`config.mk`:
```
export PLATFORM = sky130hd
export DESIGN_NAME = drp_port
export DESIGN_NICKNAME = d
export VERILOG_FILES = /design/src/include/drp_pkg.sv /design/src/hdl/drp_cell_mem.sv /design/src/hdl/drp_port.sv
export VERILOG_INCLUDE_DIRS = /design/src /design/src/include
export SDC_FILE = /design/constraint.sdc
export NUM_CORES = 2
export LEC_CHECK = 0
export ABC_AREA = 1
export BUFFER_PORTS_ARGS = -buffer_cell sky130_fd_sc_hd__buf_2
export CAP_MARGIN = 20
export CORE_ASPECT_RATIO = 1.2
export CORE_MARGIN = 5
export CORE_UTILIZATION = 35
export DETAILED_ROUTE_END_ITERATION = 8
export SLEW_MARGIN = 10
export SYNTH_ARGS = -nofsm -noshare
export SYNTH_HDL_FRONTEND = slang
export SYNTH_SLANG_ARGS = --single-unit
```
`constraint.sdc`:
```
create_clock -name clk_sys -period 3.05 [get_ports clk_sys]
set_input_delay 0.7625 -clock clk_sys [delete_from_list [all_inputs] [get_ports clk_sys]]
set_output_delay 0.7625 -clock clk_sys [all_outputs]
set_load 0.01 [all_outputs]
```
`src/include/drp_defines.svh`:
```
`ifndef DRP_DEFINES_SVH
`define DRP_DEFINES_SVH
// ----------------------------------------------------------------------
// Cell offsets
// ----------------------------------------------------------------------
`define DRP_ADDR_STATUS      7'h00
`define DRP_ADDR_SYNTH_RANGE 7'h41
`define DRP_ADDR_MULDIV      7'h50
`define DRP_ADDR_DLL_RANGE   7'h51
// ----------------------------------------------------------------------
// Field positions and maximum values
// ----------------------------------------------------------------------
`define DRP_SYNTH_RANGE_BIT  2
`define DRP_DLL_RANGE_LO     2
`define DRP_DLL_RANGE_HI     3
`define DRP_MUL_LO           8
`define DRP_MUL_HI           15
`define DRP_DIV_LO           0
`define DRP_DIV_HI           7
`define DRP_MUL_MAX          8'h20
`define DRP_DIV_MAX          8'h1f
// ----------------------------------------------------------------------
// Timing counts
// ----------------------------------------------------------------------
`define DRP_WAIT_CYCLES      2'h2
`endif

```
`src/include/drp_pkg.sv`:
```
package drp_pkg;
  // Port sequencer states, one-hot
  typedef enum logic [2:0] {
    DRP_IDLE = 3'b001,
    DRP_WAIT = 3'b010,
    DRP_DONE = 3'b100
  } drp_state_t;
endpackage : drp_pkg

```
`src/hdl/drp_cell_mem.sv`:
```
`include "drp_defines.svh"
// Configuration cell array; read data registered
module drp_cell_mem
  import drp_pkg::*;
#(
  parameter int AW = 7,
  parameter int DW = 16
) (
  input  wire logic          clk_sys,
  input  wire logic          we,
  input  wire logic [AW-1:0] waddr,
  input  wire logic [DW-1:0] wdata,
  input  wire logic [AW-1:0] raddr,
  output logic      [DW-1:0] rdata,
  output logic      [DW-1:0] cell_muldiv,
  output logic      [DW-1:0] cell_synth,
  output logic      [DW-1:0] cell_dll
);
  logic [DW-1:0] mem_r [0:(1<<AW)-1];

  // ----------------------------------------------------------------------
  // Write and registered read
  // ----------------------------------------------------------------------
  always_ff @(posedge clk_sys) begin
    if (we) begin
      mem_r[waddr] <= wdata;
    end
    rdata <= mem_r[raddr];
  end

  // Cell outputs drive the functional block
  assign cell_muldiv = mem_r[`DRP_ADDR_MULDIV];
  assign cell_synth  = mem_r[`DRP_ADDR_SYNTH_RANGE];
  assign cell_dll    = mem_r[`DRP_ADDR_DLL_RANGE];
endmodule : drp_cell_mem

```
`src/hdl/drp_port.sv`:
```
`include "drp_defines.svh"
module drp_port
  import drp_pkg::*;
#(
  parameter int AW = 7,
  parameter int DW = 16
) (
  input  wire logic          clk_sys,
  input  wire logic          rst_n,
  input  wire logic          port_enable,
  input  wire logic          write_strobe,
  input  wire logic [AW-1:0] cell_address,
  input  wire logic [DW-1:0] write_data_bus,
  input  wire logic [DW-1:0] status_in,
  output logic      [DW-1:0] read_data_bus,
  output logic               cycle_done,
  output logic      [7:0]    mul_factor,
  output logic      [7:0]    div_factor,
  output logic               mul_valid,
  output logic               synth_high_range,
  output logic      [1:0]    dll_range
);
  drp_state_t    state_r;
  logic          en_r;
  logic          we_r;
  logic [AW-1:0] addr_r;
  logic [DW-1:0] wdata_r;
  logic          op_wr_r;
  logic [1:0]    wait_r;
  logic [DW-1:0] mem_rdata;
  logic [DW-1:0] cell_muldiv;
  logic [DW-1:0] cell_synth;
  logic [DW-1:0] cell_dll;
  logic          mem_we;
  logic          take_r;
  logic [1:0]    inflight_r;

  // Status cell address reads status, writes still land in array cell 00h
  function automatic logic is_status(input logic [AW-1:0] a);
    is_status = (a == `DRP_ADDR_STATUS);
  endfunction : is_status

  // Busy while a taken enable is pending or the wait states run
  function automatic logic is_busy(input drp_state_t s, input logic pend);
    is_busy = (s == DRP_WAIT) || pend;
  endfunction : is_busy

  // ----------------------------------------------------------------------
  // Input sampling
  // ----------------------------------------------------------------------
  always_ff @(posedge clk_sys) begin
    if (!rst_n) begin
      en_r <= 1'b0;
      we_r <= 1'b0;
    end else begin
      en_r <= port_enable;
      we_r <= port_enable & write_strobe;
    end
  end

  // Enable taken only when not busy (idle or done); an enable while busy is dropped
  always_ff @(posedge clk_sys) begin
    if (!rst_n) begin
      take_r <= 1'b0;
    end else begin
      take_r <= port_enable && !is_busy(state_r, take_r);
    end
  end

  // Address and data captured only with an enable that is taken
  always_ff @(posedge clk_sys) begin
    if (!rst_n) begin
      addr_r  <= '0;
      wdata_r <= '0;
    end else if (port_enable && !is_busy(state_r, take_r)) begin
      addr_r  <= cell_address;
      wdata_r <= write_data_bus;
    end
  end

  // ----------------------------------------------------------------------
  // Sequencer
  // ----------------------------------------------------------------------
  always_ff @(posedge clk_sys) begin
    if (!rst_n) begin
      state_r <= DRP_IDLE;
      op_wr_r <= 1'b0;
      wait_r  <= '0;
    end else begin
      case (state_r)
        DRP_IDLE, DRP_DONE: begin
          if (take_r) begin
            state_r <= DRP_WAIT;
            op_wr_r <= we_r;
            wait_r  <= `DRP_WAIT_CYCLES;
          end else begin
            state_r <= DRP_IDLE;
          end
        end
        DRP_WAIT: begin
          if (wait_r == 2'h1) begin
            state_r <= DRP_DONE;
          end
          wait_r <= wait_r - 2'h1;
        end
        default: state_r <= DRP_IDLE;
      endcase
    end
  end

  // Write lands one cycle into the wait, before done
  assign mem_we = (state_r == DRP_WAIT) && op_wr_r &&
                  (wait_r == `DRP_WAIT_CYCLES);

  drp_cell_mem #(
    .AW (AW),
    .DW (DW)
  ) u_mem (
    .clk_sys     (clk_sys),
    .we          (mem_we),
    .waddr       (addr_r),
    .wdata       (wdata_r),
    .raddr       (addr_r),
    .rdata       (mem_rdata),
    .cell_muldiv (cell_muldiv),
    .cell_synth  (cell_synth),
    .cell_dll    (cell_dll)
  );

  // ----------------------------------------------------------------------
  // Answer
  // ----------------------------------------------------------------------
  assign cycle_done = (state_r == DRP_DONE);

  // Read data straight from the array or status, not re-registered
  always_comb begin
    read_data_bus = mem_rdata;
    if (is_status(addr_r)) begin
      read_data_bus = status_in;
    end
  end

  // Cell fields steer the functional block
  always_comb begin
    mul_factor       = cell_muldiv[`DRP_MUL_HI:`DRP_MUL_LO] + 8'h01;
    div_factor       = cell_muldiv[`DRP_DIV_HI:`DRP_DIV_LO] + 8'h01;
    mul_valid        = (cell_muldiv[`DRP_MUL_HI:`DRP_MUL_LO] != 8'h00) &&
                       (cell_muldiv[`DRP_MUL_HI:`DRP_MUL_LO] <=
                        `DRP_MUL_MAX);
    synth_high_range = cell_synth[`DRP_SYNTH_RANGE_BIT];
    dll_range        = cell_dll[`DRP_DLL_RANGE_HI:`DRP_DLL_RANGE_LO];
  end

  // Operations in flight: up on a taken enable, down on done
  always_ff @(posedge clk_sys) begin
    if (!rst_n) begin
      inflight_r <= 2'h0;
    end else begin
      inflight_r <= inflight_r + {1'b0, take_r} - {1'b0, cycle_done};
    end
  end
endmodule : drp_port

```
==> flow_summary.ini <==
[status]
outcome = finished with violations
failed_checks = negative setup slack

[pwr]
ir_drop_uv = 483
swShare_pct = 24.4
p_leak_nw = 42.3
seqPwrFrac_pct = 51.4
power_frac_comb_pct = 9.3
clkPwrFrac_pct = 39.3
totalPowerFinal_w = 0.0628
p_per_area_nw_per_um2 = 618
p_int_w = 0.0474
p_sw_w = 0.0153

[timing]
drv_slew = 0
timing.slew.headroom_pct = 34.4
max_slew.worst_pin.slew_ps = 985
skew_ps = 72.1
finalHoldViolCount = 0
setup_violations = 16
fmax_mhz = 299
rsz0062_at_grt = true
setup_ws_ps = -291
period_needed_ps = 3340
period_share_pct = 110

[grt]
grt_overflow = 0
grt_pass1_vias = 58200
track_usage_pct = 18.6
antenna_found_initial = 8
grt_pass1_wl_um = 373000
grt_max_degree = 154

[detailed_routing]
vias_per_cell = 4.81
drc = 0
routed_wl_um = 252000
vias = 60200
dr.pass1.iters = 6
drt_iter0_markers = 5564
ant_nets = 0
wl_per_cell_um = 20.1

[clock_tree]
cts.sinks = 2095
cts-buffers-inserted = 204
cts_tree = done
path_clk_slew_ps = 60
htree_levels = 4
hold_buffers = 0
worstSkewPairLatency_ps = 860
cts-root-buf = clkbuf_16
max-clock-path-buffers = 4

[floorplan]
io_pins = 80
core_area_um2 = 252000
initial_core_util_pct = 35.1
fp.dieH_um = 560
die-area_um2 = 263000
die_x_um = 469
row_count = 202

[worst_setup_path]
path_class = flop to output pin
critPathLaunchType = flop
critPathArrivalTime_ps = 2580
required_ps = 2290
critPathBufInv = 5
end_kind = output pin
cpMaxStageDelayCell = dfxtp_2
cpPeakStageDelay_ps = 330
cp_cell_sequence = nor2_4, inv_2, nor2_4, inv_4, nor4_4, buf_6, buf_16, mux2_4, buf_6
cp_top_family = buffers and inverters
critPathMaxFanout = 8

[placement]
placed_cell_area_um2 = 94700
dpl.cell_count = 12100
place_hpwl_um = 149000
place_congestion = 0.883
portBuffers = 79

[yosys]
seq_area_frac_synth_pct = 70.7
synthDistinctLibCells = 27
yosysWarnings = 0
syn_area_per_cell_um2 = 10.1
ys_ff_latch = 2095
synth_cells = 8787
synth_nets = 8835
syn_area_um2 = 88400

[final_layout]
regArea_um2 = 62500
instances_no_fill = 12500
finalInstanceArea_um2 = 102000
n_fill_cell = 24100
drive_above_1_share_pct = 8.97
nets = 9038
syn_to_final_growth_pct = 14.9
multi_input_area_um2 = 23800

[min_path]
worstHoldPathType = input port to flop

[run]
drv_cap = 0
[metrics by stage]
step | TNS (ps) | util (%) | worst slack, ps | hold WS [ps]
2_1_floorplan | 0 | - | 547 | 430
3_3_place_gp | -868 | 37.6 | -291 | 444
3_5_place_dp | -820 | 37.6 | -286 | 451
4_1_cts | -7180 | 40.3 | -462 | 67.4
5_1_grt | -5830 | 40.3 | -379 | 106
6_report | -4280 | 40.3 | -291 | 117
[power groups by stage]
stage                     logic (W)  clock network [W]  registers (W)
after floorplan             0.00309                  0         0.0329
after global placement      0.00561                  0         0.0329
after detailed placement    0.00564                  0         0.0329
after CTS                   0.00581             0.0251         0.0323
after global routing        0.00637             0.0262         0.0323
final                       0.00581             0.0247         0.0323
[state kept, by name (all words and copies together), names as in the netlist]
register	count
addr_r	7
op_wr_r	1
state_r	3
take_r	1
u_mem.mem_r	2048
u_mem.rdata	16
wait_r	2
wdata_r	16
we_r	1
[worst min-delay path: cells and delay by family]
kind	cells	cell delay [ps]
and+or+nand+nor	2	80
buffers and inverters	1	90
[layout by cell type (no fill, tap or decap), drive strengths merged]
cell type,Yosys,layout
clkinvlp,0,8
o221ai,1,1
o211ai,3,3
mux2,16,16
dfxtp,47,47
nor3,8,8
o21ai,43,43
or2,11,11
clkinv,0,92
clkbuf,162,241
edfxtp,2048,2048
buf,280,439
diode,0,4
a21oi,14,14
ha,5,5
nand4,2,2
nor2,365,365
inv,89,95
nand3,37,37
nand2,5642,5642
xor2,13,13
bufinv,0,18
nor4,1,1
[per-layer routing]
layer / GRT usage [%] / vias to the layer above / part of all wire (%) / wire length [um]
li1: - / 28700 / - / -
met1: 24.3 / 29100 / 41 / 103000
met2: 31.0 / 1908 / 48 / 121000
met3: 2.54 / 466 / 6.1 / 15300
met4: 8.28 / 2 / 4.8 / 12200
met5: 0 / - / 0.0052 / 13
[cells by family after synthesis]
kind of cell | after synthesis | synth area share [%]
muxes | 16 | 0.204
and+or+nand+nor | 6066 | 26.0
xor gates and xnor gates | 13 | 0.129
AOI/OAI and AO/OA | 61 | 0.358
DFF | 2095 | 70.7
adders and majority gates | 5 | 0.0708
buffers and inverters | 531 | 2.63
[Yosys cell counts]
master / count / share of area (%)
a21oi_1: 14 / 0.079
buf_1: 33 / 0.14
buf_2: 241 / 1.4
buf_4: 4 / 0.034
buf_6: 2 / 0.025
clkbuf_1: 162 / 0.69
dfxtp_1: 47 / 1.1
edfxtp_1: 2048 / 70
ha_1: 5 / 0.071
inv_1: 82 / 0.35
inv_2: 7 / 0.030
mux2_2: 16 / 0.20
nand2_1: 5642 / 24
nand3_1: 29 / 0.16
nand3_2: 8 / 0.091
nand4_1: 2 / 0.014
nor2_1: 361 / 1.5
nor2_2: 2 / 0.014
nor2_4: 2 / 0.025
nor3_1: 8 / 0.045
nor4_4: 1 / 0.024
o211ai_1: 3 / 0.025
o21ai_0: 43 / 0.24
o221ai_1: 1 / 0.0099
or2_0: 1 / 0.0071
or2_2: 10 / 0.071
xor2_1: 13 / 0.13
[area by class of cell]
cell class	count	area share, %
timing repair buffer	439	4.17
clock buffer	241	5.23
clock inverter	124	1.07
inverter	89	0.354
multi-input combinational	6161	23.4
tap	3366	4.15
sequential	2095	61.6
antenna	4	0.00986
[worst paths after layout]
check               start               end  slack, ps  cells past startpoint
max             addr_r[3]  read_data_bus[7]       -290                      9
min          write_strobe              we_r        120                      3
max reg2reg     addr_r[0]    u_mem.rdata[2]         70                     14
min reg2reg          we_r           op_wr_r        470                      2
[timing repair]
action / 4_1_cts / 5_1_grt
buffers inserted: 7 / 1
setup endpoints to repair: 27 / 22
gates cloned: 1 / 0
pin swaps: 6 / 5
gates resized for setup: 60 / 11
No activity file was read; power rests on OpenSTA's default activity.
